## src/dif_pkg.sv

```systemverilog
// Constants, carrier structs and state codes for the DDR input formatter.
// Assumes a single 10 MHz core clock that oversamples the link pins.
package dif_pkg;
  localparam int DW = 16;
  localparam int NFLAG = 6;
  localparam int CTRL_W = 6;
  localparam int OBS_W = 11;
  // Register byte offsets.
  localparam logic [7:0] OFS_PORT_CTRL = 8'h00;
  localparam logic [7:0] OFS_INVERT = 8'h04;
  localparam logic [7:0] OFS_LEVELS = 8'h08;
  localparam logic [7:0] OFS_TOP_CTRL = 8'h0c;
  localparam logic [7:0] OFS_MAN_DELAY = 8'h10;
  localparam logic [7:0] OFS_IRQ_EN = 8'h14;
  localparam logic [7:0] OFS_IRQ_FLAGS = 8'h18;
  localparam logic [7:0] OFS_IRQ_CTRL = 8'h1c;
  localparam logic [7:0] OFS_OBSERVE = 8'h20;
  localparam logic [7:0] OFS_STATUS = 8'h24;
  // Field positions.
  localparam int CTL_PATH_SWAP = 0;
  localparam int CTL_FORMAT = 1;
  localparam int CTL_STROBE_LO = 2;
  localparam int CTL_PARITY = 4;
  localparam int CTL_WORD_SWAP = 5;
  localparam int TOP_TUNING_MODE = 0;
  localparam int TOP_TUNE_START = 1;
  localparam int IRQ_CLEAR_BIT = 0;
  localparam int OBS_SEL0_LO = 0;
  localparam int OBS_SEL1_LO = 2;
  localparam int OBS_BIT_LO = 4;
  localparam int OBS_STATIC0 = 8;
  localparam int OBS_STATIC1 = 9;
  localparam int OBS_POLARITY = 10;
  localparam int FLG_ACQ_A = 0;
  localparam int FLG_ACQ_B = 1;
  localparam int FLG_CAL = 2;
  localparam int FLG_TUNE = 3;
  localparam int FLG_PARITY = 4;
  localparam int FLG_TIMING = 5;
  // Reset values.
  localparam logic [CTRL_W-1:0] RST_PORT_CTRL = 6'h00;
  localparam logic [DW-1:0] RST_INVERT = 16'h0000;
  localparam logic [DW-1:0] RST_LEVEL = 16'h0000;
  localparam logic [3:0] RST_MANUAL = 4'h0;
  localparam logic RST_TUNING_MODE = 1'b0;
  localparam logic [NFLAG-1:0] RST_IRQ_EN = 6'h00;
  localparam logic [OBS_W-1:0] RST_OBSERVE = 11'h000;
  // Strobe use and observation sources.
  localparam logic [1:0] STB_NONE = 2'h0;
  localparam logic [1:0] STB_ENABLE = 2'h1;
  localparam logic [1:0] STB_SYNC = 2'h2;
  localparam logic [1:0] OBS_STATIC = 2'h0;
  localparam logic [1:0] OBS_IRQ = 2'h1;
  localparam logic [1:0] OBS_CLK = 2'h2;
  localparam logic [1:0] OBS_DATA = 2'h3;
  // Timing counts in core cycles, then AXI response codes.
  localparam logic [7:0] HP_MAX = 8'hff;
  localparam logic [7:0] DRIFT_TOL = 8'h01;
  localparam logic [1:0] RESP_OKAY = 2'h0;
  localparam logic [1:0] RESP_SLVERR = 2'h2;

  typedef enum logic [1:0] {T_IDLE, T_MEAS, T_DONE} tune_t;

  typedef struct packed {
    logic clk_level;
    logic [DW-1:0] data;
    logic strobe;
  } link_t;

  typedef struct packed {
    logic [DW-1:0] i;
    logic [DW-1:0] q;
    logic valid;
    logic start;
  } sample_t;

  typedef struct packed {
    logic [7:0] awaddr;
    logic awvalid;
    logic [31:0] wdata;
    logic [3:0] wstrb;
    logic wvalid;
    logic bready;
    logic [7:0] araddr;
    logic arvalid;
    logic rready;
  } axi_req_t;

  typedef struct packed {
    logic awready;
    logic wready;
    logic [1:0] bresp;
    logic bvalid;
    logic arready;
    logic [31:0] rdata;
    logic [1:0] rresp;
    logic rvalid;
  } axi_rsp_t;
endpackage

```

## src/lvds_ddr_input_formatter.sv

```systemverilog
// DDR input formatter: link capture, formatting, flags and observation.
// Assumes link pins are asynchronous to clk and event inputs are not.
//
// Functional notes
// - Split DDR bus into paths A and B.
// - Path swap bit exchanges A and B.
// - Interleaved: I is A, Q is B.
// - Folded: I upper bytes, Q lower bytes.
// - Strobe low in enable mode inserts constants.
// - Strobe as parity bit flags mismatches.
// - Strobe marks stream start in sync mode.
// - Interrupt routable to either pin, selectable polarity.
// - Only enabled flags assert the interrupt.
// - Four ready flags on process completion.
// - Error flags for parity and delay drift.
// - Clear bit resets flags and interrupt.
// - Observation pins select interrupt, signal or static.
// - Sampling point from 16-step compensation delay.
// - Tuning mode bit picks auto or manual.
// - Manual mode uses four-bit delay field.
// - Per-line polarity inversion before demultiplexing.
// - Word swap reverses the sixteen lines.
`timescale 1ns/10ps
`default_nettype none
module lvds_ddr_input_formatter
  import dif_pkg::*;
(
  input wire logic clk,
  input wire logic rstn,
  input wire link_t link,
  input wire logic mixer_acq_done_a,
  input wire logic mixer_acq_done_b,
  input wire logic auto_cal_done,
  input wire axi_req_t axi_req,
  output var axi_rsp_t axi_rsp,
  output var sample_t sample,
  output var logic irq_output,
  output var logic observe_pin_zero,
  output var logic observe_pin_one
);
  typedef struct packed {
    link_t lnk1;
    link_t lnk2;
    logic clk_prev;
    logic arm_a;
    logic arm_b;
    logic [3:0] cnt_a;
    logic [3:0] cnt_b;
    logic [DW-1:0] word_a;
    logic stb_a;
    logic [7:0] hp_cnt;
    logic [7:0] cal_half;
    logic [3:0] auto_del;
    logic seen;
    tune_t tstate;
    logic [CTRL_W-1:0] ctrl;
    logic [DW-1:0] inv;
    logic [DW-1:0] lvl_i;
    logic [DW-1:0] lvl_q;
    logic [3:0] manual;
    logic tmode;
    logic [NFLAG-1:0] ien;
    logic [NFLAG-1:0] flags;
    logic [OBS_W-1:0] obs;
    logic aw_got;
    logic [7:0] awaddr;
    logic w_got;
    logic [31:0] wdata;
    logic [3:0] wstrb;
    axi_rsp_t rsp;
    sample_t smp;
    logic irq;
    logic pin0;
    logic pin1;
  } state_t;

  state_t s;
  state_t next_s;
  logic [DW-1:0] inv;
  logic [DW-1:0] fixed;
  logic [DW-1:0] pa;
  logic [DW-1:0] pb;
  logic [NFLAG-1:0] ev;
  logic [31:0] wr_val;
  logic [7:0] half;
  logic [7:0] drift;
  logic [3:0] delay;
  logic [1:0] stb_mode;
  logic rise;
  logic fall;
  logic edge_seen;
  logic cap_a;
  logic cap_b;
  logic wr_fire;
  logic clr;
  logic tune_go;
  logic dc;

  function automatic logic [31:0] regread(input logic [7:0] a,
                                          input state_t st);
    regread = 32'h0000_0000;
    case (a)
      OFS_PORT_CTRL: regread[CTRL_W-1:0] = st.ctrl;
      OFS_INVERT: regread[DW-1:0] = st.inv;
      OFS_LEVELS: regread = {st.lvl_q, st.lvl_i};
      OFS_TOP_CTRL: regread[TOP_TUNING_MODE] = st.tmode;
      OFS_MAN_DELAY: regread[3:0] = st.manual;
      OFS_IRQ_EN: regread[NFLAG-1:0] = st.ien;
      OFS_IRQ_FLAGS: regread[NFLAG-1:0] = st.flags;
      OFS_OBSERVE: regread[OBS_W-1:0] = st.obs;
      OFS_STATUS: regread[15:0] = {st.cal_half, st.auto_del, 2'h0, st.tstate};
      default: regread = 32'h0000_0000;
    endcase
  endfunction

  function automatic logic mapped(input logic [7:0] a);
    case (a)
      OFS_PORT_CTRL, OFS_INVERT, OFS_LEVELS, OFS_TOP_CTRL, OFS_MAN_DELAY,
      OFS_IRQ_EN, OFS_IRQ_FLAGS, OFS_IRQ_CTRL, OFS_OBSERVE,
      OFS_STATUS: mapped = 1'b1;
      default: mapped = 1'b0;
    endcase
  endfunction

  function automatic logic [31:0] merge(input logic [31:0] old,
                                        input logic [31:0] d,
                                        input logic [3:0] be);
    merge = old;
    for (int b = 0; b < 4; b++)
    begin
      if (be[b])
      begin
        merge[8*b +: 8] = d[8*b +: 8];
      end
    end
  endfunction

  assign inv = s.lnk2.data ^ s.inv;
  for (genvar g = 0; g < DW; g++)
  begin : g_map
    assign fixed[g] = s.ctrl[CTL_WORD_SWAP] ? inv[DW-1-g] : inv[g];
  end

  // Edges are found on the synchronised copy, never on the first stage.
  assign rise = s.lnk2.clk_level & ~s.clk_prev;
  assign fall = ~s.lnk2.clk_level & s.clk_prev;
  assign edge_seen = rise | fall;
  assign cap_a = s.arm_a & (s.cnt_a == 4'h0);
  assign cap_b = s.arm_b & (s.cnt_b == 4'h0);
  assign delay = s.tmode ? s.manual : s.auto_del;
  assign half = (s.hp_cnt == HP_MAX) ? HP_MAX : s.hp_cnt + 8'h01;
  assign drift = (half > s.cal_half) ? half - s.cal_half : s.cal_half - half;
  assign pa = s.ctrl[CTL_PATH_SWAP] ? fixed : s.word_a;
  assign pb = s.ctrl[CTL_PATH_SWAP] ? s.word_a : fixed;
  assign stb_mode = s.ctrl[CTL_STROBE_LO +: 2];
  assign dc = (stb_mode == STB_ENABLE) & ~s.stb_a;
  assign wr_fire = s.aw_got & s.w_got & ~s.rsp.bvalid;
  assign wr_val = merge(regread(s.awaddr, s), s.wdata, s.wstrb);
  assign clr = wr_fire & (s.awaddr == OFS_IRQ_CTRL) & wr_val[IRQ_CLEAR_BIT];
  assign tune_go = wr_fire & (s.awaddr == OFS_TOP_CTRL)
                   & wr_val[TOP_TUNE_START];

  always_comb
  begin
    next_s = s;
    ev = '0;
    next_s.lnk1 = link;
    next_s.lnk2 = s.lnk1;
    next_s.clk_prev = s.lnk2.clk_level;
    if (cap_a)
    begin
      next_s.arm_a = 1'b0;
      next_s.word_a = fixed;
      next_s.stb_a = s.lnk2.strobe;
    end
    else if (s.arm_a)
    begin
      next_s.cnt_a = s.cnt_a - 4'h1;
    end
    if (rise)
    begin
      next_s.arm_a = 1'b1;
      next_s.cnt_a = delay;
    end
    if (cap_b)
    begin
      next_s.arm_b = 1'b0;
    end
    else if (s.arm_b)
    begin
      next_s.cnt_b = s.cnt_b - 4'h1;
    end
    if (fall)
    begin
      next_s.arm_b = 1'b1;
      next_s.cnt_b = delay;
    end
    next_s.smp.valid = cap_b;
    next_s.smp.start = 1'b0;
    if (cap_b)
    begin
      if (dc)
      begin
        next_s.smp.i = s.lvl_i;
        next_s.smp.q = s.lvl_q;
      end
      else if (s.ctrl[CTL_FORMAT])
      begin
        next_s.smp.i = pa;
        next_s.smp.q = pb;
      end
      else
      begin
        next_s.smp.i = {pa[15:8], pb[15:8]};
        next_s.smp.q = {pa[7:0], pb[7:0]};
      end
      next_s.smp.start = (stb_mode == STB_SYNC) & s.stb_a;
    end
    ev[FLG_PARITY] = s.ctrl[CTL_PARITY] & (cap_a | cap_b)
                     & (^{fixed, s.lnk2.strobe});
    ev[FLG_ACQ_A] = mixer_acq_done_a;
    ev[FLG_ACQ_B] = mixer_acq_done_b;
    ev[FLG_CAL] = auto_cal_done;
    // Half-period timer saturates so a stopped link cannot wrap it.
    next_s.hp_cnt = edge_seen ? 8'h00 : half;
    case (s.tstate)
      T_IDLE:
      begin
        next_s.seen = 1'b0;
      end
      T_MEAS:
      begin
        if (edge_seen)
        begin
          next_s.seen = 1'b1;
          if (s.seen)
          begin
            next_s.cal_half = half;
            next_s.auto_del = (half[7:5] != 3'h0) ? 4'hf : half[4:1];
            next_s.tstate = T_DONE;
            ev[FLG_TUNE] = 1'b1;
          end
        end
      end
      T_DONE:
      begin
        if (edge_seen && !s.tmode && drift > DRIFT_TOL)
        begin
          ev[FLG_TIMING] = 1'b1;
        end
      end
      default:
      begin
        next_s.tstate = T_IDLE;
      end
    endcase
    if (tune_go)
    begin
      next_s.tstate = T_MEAS;
      next_s.seen = 1'b0;
    end
    // Register writes.
    if (s.rsp.bvalid && axi_req.bready)
    begin
      next_s.rsp.bvalid = 1'b0;
    end
    if (wr_fire)
    begin
      next_s.aw_got = 1'b0;
      next_s.w_got = 1'b0;
      next_s.rsp.bvalid = 1'b1;
      next_s.rsp.bresp = mapped(s.awaddr) ? RESP_OKAY : RESP_SLVERR;
      case (s.awaddr)
        OFS_PORT_CTRL: next_s.ctrl = wr_val[CTRL_W-1:0];
        OFS_INVERT: next_s.inv = wr_val[DW-1:0];
        OFS_LEVELS:
        begin
          next_s.lvl_i = wr_val[15:0];
          next_s.lvl_q = wr_val[31:16];
        end
        OFS_TOP_CTRL: next_s.tmode = wr_val[TOP_TUNING_MODE];
        OFS_MAN_DELAY: next_s.manual = wr_val[3:0];
        OFS_IRQ_EN: next_s.ien = wr_val[NFLAG-1:0];
        OFS_OBSERVE: next_s.obs = wr_val[OBS_W-1:0];
        default: next_s.ctrl = s.ctrl;
      endcase
    end
    if (s.rsp.awready && axi_req.awvalid)
    begin
      next_s.aw_got = 1'b1;
      next_s.awaddr = axi_req.awaddr;
    end
    if (s.rsp.wready && axi_req.wvalid)
    begin
      next_s.w_got = 1'b1;
      next_s.wdata = axi_req.wdata;
      next_s.wstrb = axi_req.wstrb;
    end
    next_s.rsp.awready = ~next_s.aw_got & ~next_s.rsp.bvalid;
    next_s.rsp.wready = ~next_s.w_got & ~next_s.rsp.bvalid;
    // Register reads answer on the same edge that takes the address.
    if (s.rsp.rvalid && axi_req.rready)
    begin
      next_s.rsp.rvalid = 1'b0;
    end
    if (s.rsp.arready && axi_req.arvalid)
    begin
      next_s.rsp.rvalid = 1'b1;
      next_s.rsp.rdata = regread(axi_req.araddr, s);
      next_s.rsp.rresp = mapped(axi_req.araddr) ? RESP_OKAY : RESP_SLVERR;
    end
    next_s.rsp.arready = ~next_s.rsp.rvalid;
    next_s.flags = (clr ? '0 : s.flags) | ev;
    next_s.irq = |(next_s.flags & next_s.ien);
    case (s.obs[OBS_SEL0_LO +: 2])
      OBS_IRQ: next_s.pin0 = s.irq;
      OBS_CLK: next_s.pin0 = s.lnk2.clk_level;
      OBS_DATA: next_s.pin0 = fixed[s.obs[OBS_BIT_LO +: 4]];
      default: next_s.pin0 = s.obs[OBS_STATIC0];
    endcase
    case (s.obs[OBS_SEL1_LO +: 2])
      OBS_IRQ: next_s.pin1 = s.irq;
      OBS_CLK: next_s.pin1 = s.lnk2.clk_level;
      OBS_DATA: next_s.pin1 = fixed[s.obs[OBS_BIT_LO +: 4]];
      default: next_s.pin1 = s.obs[OBS_STATIC1];
    endcase
    next_s.pin0 = next_s.pin0 ^ s.obs[OBS_POLARITY];
    next_s.pin1 = next_s.pin1 ^ s.obs[OBS_POLARITY];
  end

  always_ff @(posedge clk)
  begin
    if (!rstn)
    begin
      s <= '0;
      s.ctrl <= RST_PORT_CTRL;
      s.inv <= RST_INVERT;
      s.lvl_i <= RST_LEVEL;
      s.lvl_q <= RST_LEVEL;
      s.manual <= RST_MANUAL;
      s.tmode <= RST_TUNING_MODE;
      s.ien <= RST_IRQ_EN;
      s.obs <= RST_OBSERVE;
      s.tstate <= T_IDLE;
    end
    else
    begin
      s <= next_s;
    end
  end

  assign axi_rsp = s.rsp;
  assign sample = s.smp;
  assign irq_output = s.irq;
  assign observe_pin_zero = s.pin0;
  assign observe_pin_one = s.pin1;
endmodule
`default_nettype wire

```

## config.mk

```make
export PLATFORM = sky130hd
export DESIGN_NAME = lvds_ddr_input_formatter
export DESIGN_NICKNAME = d
export VERILOG_FILES = /design/src/dif_pkg.sv /design/src/lvds_ddr_input_formatter.sv
export SDC_FILE = /design/constraint.sdc
export NUM_CORES = 1
export LEC_CHECK = 0
export ABC_CLOCK_PERIOD_IN_PS = 4200
export BUFFER_PORTS_ARGS = -buffer_cell sky130_fd_sc_hd__buf_2
export CORE_UTILIZATION = 53
export DETAILED_ROUTE_END_ITERATION = 7
export PLACE_DENSITY = 0.84
export SYNTH_ARGS = -nofsm -noshare
export SYNTH_HDL_FRONTEND = slang
export SYNTH_SLANG_ARGS = --single-unit
```

## constraint.sdc

```tcl
create_clock -name clk -period 4.2 [get_ports clk]
set_clock_uncertainty 0.2 [all_clocks]
set_input_delay 0 -clock clk [delete_from_list [all_inputs] [get_ports clk]]
set_output_delay 0 -clock clk [all_outputs]
set_load 0.03 [all_outputs]
```

==> impl_results.md <==
- Worst skew pair latency: 580 ps
- CTS Sinks: 291
- CTS root buf: clkbuf_16
- Synth Register Bits: 291
- Flop pwr share: 0.457
- Final number of setup-violating endpoints: 0
- Synth Area per Inst: 8.872 sq um
- Remaining DRCs: 4
- Maximum VDD drop: 0.3094 mV
- Starting Density: 0.5449
- Clock power frac: 0.439
- Cts bufs inserted: 30
- Post-Place Cell Area: 15240 sq um
- Register area share after synthesis: 0.3934
- Fin. max-slew vios: 0
- Max FO, Critical Path: 5
- Vias: 13806
- Routed vias/inst: 6.055
- H-tree levels: 1
- Mapped cell area: 14810 sq um
- Leak pwr: 0.007708 uW
- Worst slew margin: 0.3478
- Fin nets: 1991
- Top Ports: 158
- Vias in the first global route: 13543
- Wire per inst: 21.41 um
- Gate power share: 0.104
- Max Root-Sink Buffers: 3
- Port bufs: 155
- Sum of negative setup slack: 0 ps
- Max stage delay on crit path: 470 ps
- Largest area contributor in the netlist: dfxtp_1
- Failing checks: design-rule violations
- Largest net degree at the start of global routing: 134
- Initial antenna violation count: 1
- Max Clock Freq: 254.8 MHz
- Die Wd: 169.2 um
- Pre-CTS WS: 233.1 ps
- Slowest CP cell: or4_1
- Outcome: finished, violations left
- Antenna Violating Nets Remaining: 0
- CP cell instances: ha_1 > and3_1 > nand2_1 > nor2_2 > nor2b_1 > inv_1 > ha_1 > fa_1 > nor2b_1 > o21a_1 > or4_1 > nand2_1 > nand4_1 > a211oi_1 > o41ai_1 > buf_4 > a221o_1
- Share of cells above drive strength 1: 0.1526
- Max-cap viol count: 0
- Tcrit/Tclk final: 0.9344
- Worst setup margin: 275.4 ps
- Psw: 1544 uW
- Final critical-path required period: 3925 ps
- Worst EP arrival: 4170 ps
- Post-synth EDFFs: 0
- P per Cell Area: 347.6 nW/um^2
- Clock-pin slew on the worst setup and hold paths: 70 ps
- DRT Pass-1 Iters: 8
- RSZ-0062 raised after global routing: no
- Layout area overhead: 22.69%
- First-pass GRT wire length: 74840 um
- Full die area: 28610 sq um
- Final GP Congestion: 1.034
- Post-Syn Instances: 1669
- Design Area, Final: 18170 sq um
- Post-synth ARST share: 0
- HP Class: input port to flop
- Cell variety after synth: 84
- CP endpoint kind: flop
- Most frequent cells in the layout: dfxtp_1, nand2_1, dlygate4sd3_1
- CP bufs+invs: 2
- Core area: 27180 sq um
- Global-route usage over all layers: 0.3354
- Die Ht: 169.2 um
- Cell family with most CP delay: simple AND/OR/NAND/NOR gates
- Worst Path Required: 4450 ps
- CTS tree: built
- GR Overflow Total: 0
- Routed WL: 48820 um
- Syn. warnings: 0
- Post-synth top area share: 0.3934
- Drt initial violations: 2191
- Top post-synthesis cells by area: dfxtp_1, nand2_1, a21boi_0, mux2i_1, buf_4
- Number of setup buffers added after CTS: 0
- Crit path launch type: flop
- FP Rows: 60
- Most common cell after layout, fill and taps aside: dfxtp_1
- Critical path type: flop to flop
- Top FF cell, synth: dfxtp_1
- Final hold vios: 0
- Worst slew pin tran: 978.3 ps
- Dpl hpwl: 31450 um
- Pint: 4770 uW
- Sw Share: 0.2446
timing repair:
item | 4_1_cts | 5_1_grt
hold buffers | 191 | 0
gates resized for setup | 0 | 1
endpoints found under the hold margin | 208 | 0
setup endpoints to repair | 0 | 1
layer usage:
layer / share of wire / wire (um) / up-vias / track usage
met5: 0.00031 / 15 / - / 0
met4: 0.054 / 2631 / 2 / 0.1688
met1: 0.38 / 18390 / 6536 / 0.4152
met3: 0.10 / 5059 / 223 / 0.06553
met2: 0.47 / 22730 / 829 / 0.5566
li1: - / - / 6216 / -
per-stage QoR:
| stage | std cells | utilization | total power (uW) | hold WS, ps |
|---|---|---|---|---|
| after floorplan | 1670 | - | 3292 | -72.71 |
| after global placement | 2036 | 0.5606 | 3430 | 10.44 |
| after detailed placement | 2036 | 0.5606 | 3442 | 8.104 |
| after CTS | 2279 | 0.6683 | 6253 | 1.522 |
| after global routing | 2279 | 0.6684 | 6464 | 44.46 |
| final | 2280 | 0.6685 | 6314 | 39.11 |
worst paths after layout:
check / end / cells past startpoint / slack (ps) / startpoint
max: irq_output / 17 / 280 / s[221]
min: next_s[259] / 3 / 40 / link[2]
max reg2reg: irq_output / 17 / 280 / s[221]
min reg2reg: s[270] / 1 / 230 / next_s[270]
cells by family after synthesis:
group / after synthesis / share of synthesized area
other: 1 / 0.0002532
muxes: 100 / 0.08542
DFF: 291 / 0.3934
buffers and inverters: 227 / 0.08010
AOI/OAI and AO/OA: 408 / 0.2063
adders and majority gates: 24 / 0.02129
and+or+nand+nor: 573 / 0.1866
xor gates and xnor gates: 45 / 0.02662
worst register-to-register path, cell delays in order, from the launching register on:
cell	delay (ps)
dfxtp_1	340
ha_1	190
and3_1	250
nand2_1	160
nor2_2	260
nor2b_1	140
inv_1	80
ha_1	190
fa_1	240
nor2b_1	60
o21a_1	180
or4_1	470
nand2_1	80
nand4_1	90
a211oi_1	260
o41ai_1	130
buf_4	170
a221o_1	340
cell usage after synthesis (all sizes together), types with 7 or more instances:
cell	n
o21ai	58
a221oi	10
nor2	63
a22oi	39
buf	105
ha	22
xor2	10
clkbuf	84
and2	71
and3	8
dfxtp	291
a21oi	49
nand2b	7
mux2i	69
o211a	57
o21a	8
xnor2	35
nor3	20
nand3	42
mux4	20
mux2	11
a21boi	99
a222oi	15
nor2b	45
a211oi	24
o22ai	7
nand2	278
inv	38
power groups by stage:
stage / registers, uW / logic [uW] / clock network [uW]
6_report: 2890 / 656 / 2770
5_1_grt: 2890 / 698 / 2880
4_1_cts: 2880 / 626 / 2750
3_5_place_dp: 2940 / 501 / 0
3_3_place_gp: 2940 / 491 / 0
2_1_floorplan: 2910 / 386 / 0
flip-flops by register name, summed over array words and instances, names as in the netlist:
| signal | cells |
|---|---|
| next_s | 19 |
| observe_pin_zero | 1 |
| irq_output | 1 |
| s | 196 |
| axi_rsp | 39 |
| observe_pin_one | 1 |
| sample | 34 |
cell type report:
cell class / instances / area, sq um
clock inverters: 13 / 180.2
fillers: 2040 / 9009
well taps: 372 / 465.4
clock buffers: 39 / 834.6
multi-input cells: 1152 / 7811
repair buffers: 374 / 2904
flip-flops and latches: 291 / 5827
diodes: 1 / 2.502
inverters: 38 / 142.6
Power figures use the tool's default switching activity.
